[config.mk]
export PLATFORM = sky130hd
export DESIGN_NAME = crfs_top
export DESIGN_NICKNAME = d
export VERILOG_FILES = /design/src/logic/crfs_pkg.sv /design/src/logic/crfs_top.sv
export SDC_FILE = /design/constraint.sdc
export NUM_CORES = 1
export LEC_CHECK = 0
export BUFFER_PORTS_ARGS = -buffer_cell sky130_fd_sc_hd__buf_2
export CAP_MARGIN = 10
export CORE_MARGIN = 1
export CORE_UTILIZATION = 44
export DETAILED_ROUTE_END_ITERATION = 6
export PLACE_DENSITY = 0.75
export SLEW_MARGIN = 20
export SYNTH_ARGS = -nofsm -noshare
export SYNTH_HDL_FRONTEND = slang
export SYNTH_SLANG_ARGS = --single-unit
[constraint.sdc]
create_clock -name clock -period 1.4 [get_ports clock]
set_input_delay 0.07 -clock clock [delete_from_list [all_inputs] [get_ports clock]]
set_output_delay 0.07 -clock clock [all_outputs]
set_load 0.005 [all_outputs]
[src/logic/crfs_pkg.sv]
// Constants, encodings and carrier types of the clock resource and fallback selector
package crfs_pkg;

   // ************************************************************
   // Register map (word index, byte address is four times it)
   // ************************************************************
   localparam int unsigned ADDR_W          = 8;
   localparam logic [5:0]  IDX_RESOURCE    = 6'h03;
   localparam logic [5:0]  IDX_FALLBACK    = 6'h04;
   localparam logic [5:0]  IDX_STATUS      = 6'h05;
   localparam logic [5:0]  IDX_ERR_FLAGS   = 6'h06;
   localparam logic [7:0]  RESOURCE_RESET  = 8'h00;
   localparam logic [7:0]  FALLBACK_RESET  = 8'h00;

   // ************************************************************
   // Field positions
   // ************************************************************
   localparam int unsigned RES_SRC_HI      = 7;
   localparam int unsigned RES_SRC_LO      = 6;
   localparam int unsigned RES_P1_BYPASS   = 5;
   localparam int unsigned RES_P1_RATE     = 4;
   localparam int unsigned RES_P2_BYPASS   = 3;
   localparam int unsigned RES_P2_RATE     = 2;
   localparam int unsigned RES_COMPAT_HI   = 1;
   localparam int unsigned RES_COMPAT_LO   = 0;
   localparam int unsigned FB_SRC_HI       = 7;
   localparam int unsigned FB_SRC_LO       = 6;
   localparam int unsigned FB_TYPE_HI      = 5;
   localparam int unsigned FB_TYPE_LO      = 4;
   localparam int unsigned FB_FORCE        = 3;
   localparam int unsigned FB_SYNC_HI      = 2;
   localparam int unsigned FB_SYNC_LO      = 0;
   localparam int unsigned ERR_MAIN        = 0;
   localparam int unsigned ERR_BUS_A       = 1;
   localparam int unsigned ERR_BUS_B       = 2;

   // ************************************************************
   // Rates and multipliers
   // ************************************************************
   localparam int unsigned DIGITAL_PHASE_LOOP_LOW_KHZ    = 2048;
   localparam int unsigned DIGITAL_PHASE_LOOP_HIGH_KHZ   = 4096;
   localparam int unsigned COMPAT_KHZ      = 8192;
   localparam int unsigned P1_MULT_LOW     = 16;
   localparam int unsigned P1_MULT_HIGH    = 32;
   localparam int unsigned P2_MULT_LOW     = 8;
   localparam int unsigned P2_MULT_HIGH    = 16;

   // ************************************************************
   // Bus responses
   // ************************************************************
   localparam logic [1:0]  RESP_OKAY       = 2'h0;
   localparam logic [1:0]  RESP_SLVERR     = 2'h2;
   localparam logic [1:0]  RESP_DECERR     = 2'h3;

   // ************************************************************
   // Encodings
   // ************************************************************
   typedef enum logic [1:0] {
      SRC_EXT_PIN   = 2'h0,
      SRC_RES_DIV   = 2'h1,
      SRC_DIGITAL_PHASE_LOOP_LOW  = 2'h2,
      SRC_DIGITAL_PHASE_LOOP_HIGH = 2'h3
   } crfs_src_t;

   typedef enum logic [1:0] {
      FBT_OSC_DIV4  = 2'h0,
      FBT_DISABLED  = 2'h1,
      FBT_SECONDARY = 2'h2,
      FBT_BUS_CLK   = 2'h3
   } crfs_fbtype_t;

   localparam logic [1:0]  COMPAT_8M       = 2'h3;

   // ************************************************************
   // Clock control carrier
   // ************************************************************
   typedef struct packed {
      crfs_src_t  pll1Src;
      logic       pll1Bypass;
      logic       pll1Rate32;
      logic       pll2Bypass;
      logic       pll2Rate16;
      logic       compatClkEn;
      logic       compatDoubleEn;
      logic       syncOverride;
      logic [2:0] syncSel;
      logic       oscDiv4Sel;
      logic       busClkDisable;
      logic       fsmEnable;
      logic       fallbackActive;
   } crfs_ctl_t;

   localparam crfs_ctl_t CTL_RESET = '0;

endpackage

[src/logic/crfs_top.sv]
// Clock resource and fallback selector with its AXI4-Lite register slave
//
// Overview of operation
// RULE1: Resource bits 7-6 pick loop one input: pin, divider, digital loop 4.096.
// RULE2: Resource source code 10 picks the digital loop at 2.048 MHz.
// RULE3: Alternate source field decodes exactly like the primary source field.
// RULE4: While fallback is in effect, loop one takes the alternate source.
// RULE5: Force bit applies alternate source, fallback type and sync source unconditionally; the code sets syncOverride only for fallback types other than 00.
// RULE6: Resource bit 5 set bypasses loop one, clear runs it normally.
// RULE7: Resource bit 4 sets loop one multiplier: 16 when 0, 32 when 1.
// RULE8: Resource bit 3 set bypasses loop two, clear runs it normally.
// RULE9: Resource bit 2 sets loop two multiplier: 8 when 0, 16 when 1.
// RULE10: Resource bits 1-0 code 11 drive compat clocks at 8.192 MHz, shifted double.
// RULE11: Fallback type field sets the automatic fallback mode on clock failure.
// RULE12: Low fallback field names the sync source used when fallback applies.
// RULE13: Software writes the fallback register last, after other clock registers.
// RULE14: Type 00 oscillator/4, 01 disabled, 10 secondary, 11 bus clocks plus machine.
// RULE15: Fallback holds until error flags are cleared or clocks reprogrammed.
// RULE16: Fallback register bit 3 forces secondary resources, 0 is normal.
// RULE17: Compat codes 00 to 10 are reserved and leave compat outputs inactive.
// RULE18: Both registers read and write; new values reach selectors next clock.
`timescale 1ns/1ps

module crfs_top #(
   parameter int unsigned ADDR_W = crfs_pkg::ADDR_W
) (
   input  wire logic                   clock,
   input  wire logic                   rst_n,
   input  wire logic [ADDR_W-1:0]      s_axi_awaddr,
   input  wire logic [2:0]             s_axi_awprot,
   input  wire logic                   s_axi_awvalid,
   output logic                        s_axi_awready,
   input  wire logic [31:0]            s_axi_wdata,
   input  wire logic [3:0]             s_axi_wstrb,
   input  wire logic                   s_axi_wvalid,
   output logic                        s_axi_wready,
   output logic [1:0]                  s_axi_bresp,
   output logic                        s_axi_bvalid,
   input  wire logic                   s_axi_bready,
   input  wire logic [ADDR_W-1:0]      s_axi_araddr,
   input  wire logic [2:0]             s_axi_arprot,
   input  wire logic                   s_axi_arvalid,
   output logic                        s_axi_arready,
   output logic [31:0]                 s_axi_rdata,
   output logic [1:0]                  s_axi_rresp,
   output logic                        s_axi_rvalid,
   input  wire logic                   s_axi_rready,
   input  wire logic                   mainClkFail,
   input  wire logic                   busClkAFail,
   input  wire logic                   busClkBFail,
   output crfs_pkg::crfs_ctl_t         clkCtl
);

   // ************************************************************
   // State
   // ************************************************************
   typedef struct packed {
      logic [2:0]          failMeta;
      logic [2:0]          failSync;
      logic                awReady;
      logic                wReady;
      logic                awHeld;
      logic [ADDR_W-1:0]   awAddr;
      logic                wHeld;
      logic [31:0]         wData;
      logic                wLane0;
      logic                bValid;
      logic [1:0]          bResp;
      logic                arReady;
      logic                rValid;
      logic [31:0]         rData;
      logic [1:0]          rResp;
      logic [7:0]          resourceReg;
      logic [7:0]          fallbackReg;
      logic [2:0]          errFlags;
      logic                fbLatched;
      crfs_pkg::crfs_ctl_t ctl;
   } crfs_state_t;

   crfs_state_t state_r;
   crfs_state_t state_nxt;

   // ************************************************************
   // Helpers
   // ************************************************************
   function automatic logic [5:0] wordIdx(input logic [ADDR_W-1:0] addr);
      wordIdx = 6'(addr[ADDR_W-1:2]);
   endfunction

   // Same decode for primary and alternate fields
   function automatic crfs_pkg::crfs_src_t decodeSrc(input logic [1:0] code);
      decodeSrc = crfs_pkg::crfs_src_t'(code); // see RULE1 see RULE2 see RULE3
   endfunction

   // Failures that trigger fallback in each mode
   function automatic logic [2:0] failMask(input crfs_pkg::crfs_fbtype_t fbType);
      case (fbType)
         crfs_pkg::FBT_OSC_DIV4:  failMask = 3'h1; // see RULE14
         crfs_pkg::FBT_SECONDARY: failMask = 3'h1; // see RULE14
         crfs_pkg::FBT_BUS_CLK:   failMask = 3'h6; // see RULE14
         default:                 failMask = 3'h0; // see RULE14
      endcase
   endfunction

   // ************************************************************
   // Next state
   // ************************************************************
   always_comb begin
      logic [2:0]             clrMask;
      logic                   reprog;
      logic [2:0]             trig;
      logic                   active;
      crfs_pkg::crfs_fbtype_t fbType;
      clrMask   = 3'h0;
      reprog    = 1'b0;
      trig      = 3'h0;
      active    = 1'b0;
      fbType    = crfs_pkg::FBT_OSC_DIV4;
      state_nxt = state_r;

      // Failure inputs synchronised
      state_nxt.failMeta = {busClkBFail, busClkAFail, mainClkFail};
      state_nxt.failSync = state_r.failMeta;

      // Write channels
      if (s_axi_awvalid && state_r.awReady) begin
         state_nxt.awHeld = 1'b1;
         state_nxt.awAddr = s_axi_awaddr;
      end
      if (s_axi_wvalid && state_r.wReady) begin
         state_nxt.wHeld  = 1'b1;
         state_nxt.wData  = s_axi_wdata;
         state_nxt.wLane0 = s_axi_wstrb[0];
      end
      if (state_r.bValid && s_axi_bready) begin
         state_nxt.bValid = 1'b0;
      end
      if (state_r.awHeld && state_r.wHeld && !state_r.bValid) begin
         state_nxt.awHeld = 1'b0;
         state_nxt.wHeld  = 1'b0;
         state_nxt.bValid = 1'b1;
         state_nxt.bResp  = crfs_pkg::RESP_OKAY;
         case (wordIdx(state_r.awAddr))
            crfs_pkg::IDX_RESOURCE: begin
               if (state_r.wLane0) begin
                  state_nxt.resourceReg = state_r.wData[7:0]; // see RULE18
                  reprog = 1'b1;
               end
            end
            crfs_pkg::IDX_FALLBACK: begin
               if (state_r.wLane0) begin
                  state_nxt.fallbackReg = state_r.wData[7:0]; // see RULE18
                  reprog = 1'b1;
               end
            end
            crfs_pkg::IDX_ERR_FLAGS: begin
               if (state_r.wLane0) begin
                  clrMask = state_r.wData[2:0];
               end
            end
            crfs_pkg::IDX_STATUS: begin
               state_nxt.bResp = crfs_pkg::RESP_SLVERR;
            end
            default: begin
               state_nxt.bResp = crfs_pkg::RESP_DECERR;
            end
         endcase
      end

      // Sticky error flags, set wins over clear
      fbType = crfs_pkg::crfs_fbtype_t'(
         state_r.fallbackReg[crfs_pkg::FB_TYPE_HI:crfs_pkg::FB_TYPE_LO]);
      trig = state_r.failSync & failMask(fbType); // see RULE11
      state_nxt.errFlags = (state_r.errFlags & ~clrMask) | state_r.failSync;
      state_nxt.fbLatched = (state_r.fbLatched & ~(reprog | (|clrMask))) | (|trig); // see RULE15

      // Clock control outputs
      active = state_r.fbLatched | state_r.fallbackReg[crfs_pkg::FB_FORCE]; // see RULE5 see RULE16
      state_nxt.ctl.fallbackActive = active;
      if (active) begin
         state_nxt.ctl.pll1Src = decodeSrc(
            state_r.fallbackReg[crfs_pkg::FB_SRC_HI:crfs_pkg::FB_SRC_LO]); // see RULE4
      end else begin
         state_nxt.ctl.pll1Src = decodeSrc(
            state_r.resourceReg[crfs_pkg::RES_SRC_HI:crfs_pkg::RES_SRC_LO]); // see RULE1
      end
      state_nxt.ctl.pll1Bypass = state_r.resourceReg[crfs_pkg::RES_P1_BYPASS]; // see RULE6
      state_nxt.ctl.pll1Rate32 = state_r.resourceReg[crfs_pkg::RES_P1_RATE]; // see RULE7
      state_nxt.ctl.pll2Bypass = state_r.resourceReg[crfs_pkg::RES_P2_BYPASS]; // see RULE8
      state_nxt.ctl.pll2Rate16 = state_r.resourceReg[crfs_pkg::RES_P2_RATE]; // see RULE9
      state_nxt.ctl.compatClkEn = (state_r.resourceReg[crfs_pkg::RES_COMPAT_HI:
         crfs_pkg::RES_COMPAT_LO] == crfs_pkg::COMPAT_8M); // see RULE10 see RULE17
      state_nxt.ctl.compatDoubleEn = state_nxt.ctl.compatClkEn; // see RULE10
      state_nxt.ctl.syncOverride = active && (fbType != crfs_pkg::FBT_OSC_DIV4); // see RULE12
      state_nxt.ctl.syncSel = state_r.fallbackReg[crfs_pkg::FB_SYNC_HI:crfs_pkg::FB_SYNC_LO];
      state_nxt.ctl.oscDiv4Sel = active && (fbType == crfs_pkg::FBT_OSC_DIV4); // see RULE14
      state_nxt.ctl.busClkDisable = active && (fbType == crfs_pkg::FBT_BUS_CLK); // see RULE14
      state_nxt.ctl.fsmEnable = (fbType == crfs_pkg::FBT_BUS_CLK); // see RULE14

      // Read channel
      if (state_r.rValid && s_axi_rready) begin
         state_nxt.rValid = 1'b0;
      end
      if (s_axi_arvalid && state_r.arReady) begin
         state_nxt.rValid = 1'b1;
         state_nxt.rData  = 32'h0000_0000;
         state_nxt.rResp  = crfs_pkg::RESP_OKAY;
         case (wordIdx(s_axi_araddr))
            crfs_pkg::IDX_RESOURCE:  state_nxt.rData[7:0] = state_r.resourceReg; // see RULE18
            crfs_pkg::IDX_FALLBACK:  state_nxt.rData[7:0] = state_r.fallbackReg; // see RULE18
            crfs_pkg::IDX_STATUS:    state_nxt.rData[15:0] = 16'(state_r.ctl);
            crfs_pkg::IDX_ERR_FLAGS: state_nxt.rData[3:0] = {state_r.fbLatched, state_r.errFlags};
            default:                 state_nxt.rResp = crfs_pkg::RESP_DECERR;
         endcase
      end

      state_nxt.awReady = !state_nxt.awHeld && !state_nxt.bValid;
      state_nxt.wReady  = !state_nxt.wHeld && !state_nxt.bValid;
      state_nxt.arReady = !state_nxt.rValid;
   end

   // ************************************************************
   // Registers
   // ************************************************************
   always_ff @(posedge clock) begin
      if (!rst_n) begin
         state_r             <= '0;
         state_r.resourceReg <= crfs_pkg::RESOURCE_RESET;
         state_r.fallbackReg <= crfs_pkg::FALLBACK_RESET;
         state_r.ctl         <= crfs_pkg::CTL_RESET;
      end else begin
         state_r <= state_nxt;
      end
   end

   // ************************************************************
   // Outputs
   // ************************************************************
   assign s_axi_awready = state_r.awReady;
   assign s_axi_wready  = state_r.wReady;
   assign s_axi_bvalid  = state_r.bValid;
   assign s_axi_bresp   = state_r.bResp;
   assign s_axi_arready = state_r.arReady;
   assign s_axi_rvalid  = state_r.rValid;
   assign s_axi_rdata   = state_r.rData;
   assign s_axi_rresp   = state_r.rResp;
   assign clkCtl        = state_r.ctl;

endmodule

==> impl_metrics.json <==
{
  "status": "completed",
  "seq_area_frac_synth": 0.472,
  "dp_hpwl_um": 5130,
  "final_max_slew_viol_count": 0,
  "synth-main-ff-cell": "dfxtp_1",
  "routedWlPerCell_um": 12.7,
  "syn_to_final_growth_pct": 18.5,
  "synth_xor_area_frac": 0.00510,
  "viasPerCell": 4.93,
  "postSynthCellCount": 392,
  "clockRootBuffer": "clkbuf_8",
  "netlist_area_um2": 3430,
  "clkTransAtPathRegs_ps": 80,
  "die_h_um": 90.3,
  "firstDrtPassIters": 4,
  "n_antenna_cell": 0,
  "drc": 0,
  "portBuffers": 71,
  "cp_max_fo": 10,
  "cts_tree": "done",
  "gp_congestion": 0.800,
  "setup_slack_ps": 115,
  "hold_end": "s_axi_rvalid$_SDFF_PN0_",
  "worstSetupPathType": "flop to flop",
  "final_util": 0.549,
  "peakVddDrop_mv": 0.997,
  "worst_ep_required_time_ps": 1660,
  "dieArea_um2": 8160,
  "min_period_ps": 1290,
  "crit_slowest_cell": "dfxtp_1",
  "cts-buffers-inserted": 9,
  "whs_ps": 15.1,
  "fmax_mhz": 778,
  "rows": 31,
  "clockBufferDepth": 2,
  "grt_pass1_wl_um": 12300,
  "startpoint_type": "flop",
  "finalSetupViolations": 0,
  "antenna_found_initial": 0,
  "synth-adder-area-share": 0,
  "p_total_mw": 4.55,
  "hold-path-cell-count": 3,
  "totalWireLength_um": 7120,
  "postSynth.asyncResetShare": 0,
  "synth_compound_area_frac": 0.167,
  "finalSetupTns_ps": 0,
  "path_cells": "and2_1 > nand4_1 > o21ai_1",
  "grt_overflow": 0,
  "regToRegEndpoint": "s_axi_rdata[2]$_SDFFE_PN0P_",
  "yosysUniqueCellTypes": 41,
  "powerDensity_nw_per_um2": 1120,
  "synth-edff-count": 0,
  "worstHoldStart": "s_axi_rready",
  "crit_start": "s_axi_arready$_SDFF_PN0_",
  "finClkSkew_ps": 5.13,
  "die_x_um": 90.3,
  "yosysWarnings": 0,
  "min_path_type": "input port to flop",
  "rsz0062_at_grt": "yes",
  "crit_path_end_kind": "flop",
  "grt_pass1_vias": 2677,
  "synth_top_family_by_area": "simple AND/OR/NAND/NOR gates",
  "r2r_cells": 3,
  "r2r_slack_ps": 110,
  "muxShareOfSynthArea": 0.0117,
  "fin_crit_sh": 0.918,
  "ys_ff_latch": 81,
  "worstReg2RegStart": "s_axi_arready$_SDFF_PN0_",
  "dp_worst_setup_slack_ps": -118,
  "slowest_delay_ps": 360,
  "vias": 2757,
  "synth_area_per_cell_um2": 8.76,
  "crit_family": "simple AND/OR/NAND/NOR gates",
  "core_um2": 7410,
  "arrival_ps": 1550,
  "maxCapViolCount": 0,
  "grt_use_total": 0.187,
  "drt_iter0_drc": 122,
  "h-tree-depth": 3,
  "crit_buf_inv": 0,
  "finalNetCount": 523,
  "final_antenna_net_count": 0,
  "layout-drive-gt1-share": 0.257,
  "p_leak_nw": 1.68,
  "grt_max_degree": 24,
  "cts.sinks": 81,
  "io_pins": 125,
  "worstSkewPairLatency_ps": 340,
  "hold_viol_final": 0,
  "start_util": 0.463,
  "synthSimpleGateAreaFrac": 0.195
}
-- worst reg2reg max path: stages (launching register included) --
cell,delay [ps]
dfxtp_1,360
and2_1,330
nand4_1,280
o21ai_1,240
-- flip-flops by register name (all words and copies together) (netlist names) --
| signal | count |
|---|---|
| clkCtl | 15 |
| s_axi_rdata | 15 |
| s_axi_arready | 1 |
| state_r | 33 |
| state_nxt | 10 |
| s_axi_awready | 1 |
| s_axi_bresp | 2 |
| s_axi_rvalid | 1 |
| s_axi_rresp | 1 |
| s_axi_bvalid | 1 |
| s_axi_wready | 1 |
-- synthesized netlist by cell type (3+ instances only) --
cell type  count  area share
buf_4         52        0.11
inv_1          8      0.0087
clkbuf_1      12       0.013
mux2i_1        4       0.012
nand4_1        3      0.0055
a2bb2oi_1      4       0.010
nand3_1       23       0.034
nor2_1         5      0.0055
o21ai_1       11       0.016
and3_1         4      0.0073
nand2b_1       6       0.011
and2_1        16       0.029
nand2_1       55       0.060
a211oi_2       3       0.011
a22oi_1        4      0.0087
nor3_1         5      0.0073
a31oi_1        6       0.011
a32oi_1        4       0.010
o21ai_0       24       0.035
a21oi_1       32       0.047
dfxtp_1       81        0.47
-- worst max path at each step --
stage / to / cells past startpoint
floorplan: state_nxt[11]$_SDFFE_PN0P_ / 5
global placement: s_axi_rdata[1]$_SDFFE_PN0P_ / 7
detailed placement: s_axi_rdata[2]$_SDFFE_PN0P_ / 7
CTS: state_r[19]$_SDFF_PN0_ / 4
global route: state_r[35]$_SDFFE_PN0P_ / 6
finish: s_axi_rdata[2]$_SDFFE_PN0P_ / 3
-- cell usage in the layout, fill, tap and decap left out, types with 5 or more instances in the layout --
cell	Yosys	layout
a21oi_1	32	32
a31oi_1	6	6
and2_1	16	16
buf_2	2	71
buf_4	52	16
clkbuf_8	0	9
conb_1	1	16
dfxtp_1	81	80
dlygate4sd3_1	0	18
inv_1	8	8
nand2_1	55	54
nand2b_1	6	6
nand3_1	23	22
nor2_1	5	5
o21ai_0	24	24
o21ai_1	11	11
-- repair_timing --
action,in CTS,in global routing
pin swaps,0,1
endpoints found under the hold margin,18,0
setup buffers,0,1
setup endpoints to repair,3,20
gates resized for setup,1,10
hold buffers,18,0
-- power by group --
group	switching, mW	internal (mW)	total [mW]
Clock	0.788	1.00	1.79
Sequential	0.0550	2.36	2.42
Combinational	0.184	0.163	0.347
-- kinds of logic (layout without fill, tap and decap cells) --
| kind of cell | count (synthesis) | after routing |
|---|---|---|
| muxes | 4 | 4 |
| DFF | 81 | 81 |
| other | 1 | 16 |
| xor gates and xnor gates | 2 | 2 |
| and+or+nand+nor | 131 | 131 |
| AOI/OAI and AO/OA | 95 | 95 |
| buffers and inverters | 78 | 131 |
-- routing by layer --
metal  GRT usage  wire length, um  share of wire  vias up
met5           0                0              0        -
met4      0.0632               59         0.0083        0
met3      0.0488              370          0.052        5
met2       0.317             3480           0.49       83
met1       0.228             3210           0.45     1260
li1            -                -              -     1409
-- stage by stage --
stage / std cells / area (um2)
finish: 559 / 4070
global route: 559 / 4070
CTS: 558 / 4020
detailed placement: 524 / 3620
global placement: 524 / 3620
floorplan: 407 / 3490
-- final cells by class --
type	count	area [um2]
Tap cell	99	124
Inverter	8	30.0
Timing Repair Buffer	107	678
Multi-Input combinational cell	248	1400
Fill cell	692	3340
Clock inverter	5	80.1
Clock buffer	11	131
Sequential cell	81	1620
Power figures use the tool's default switching activity.
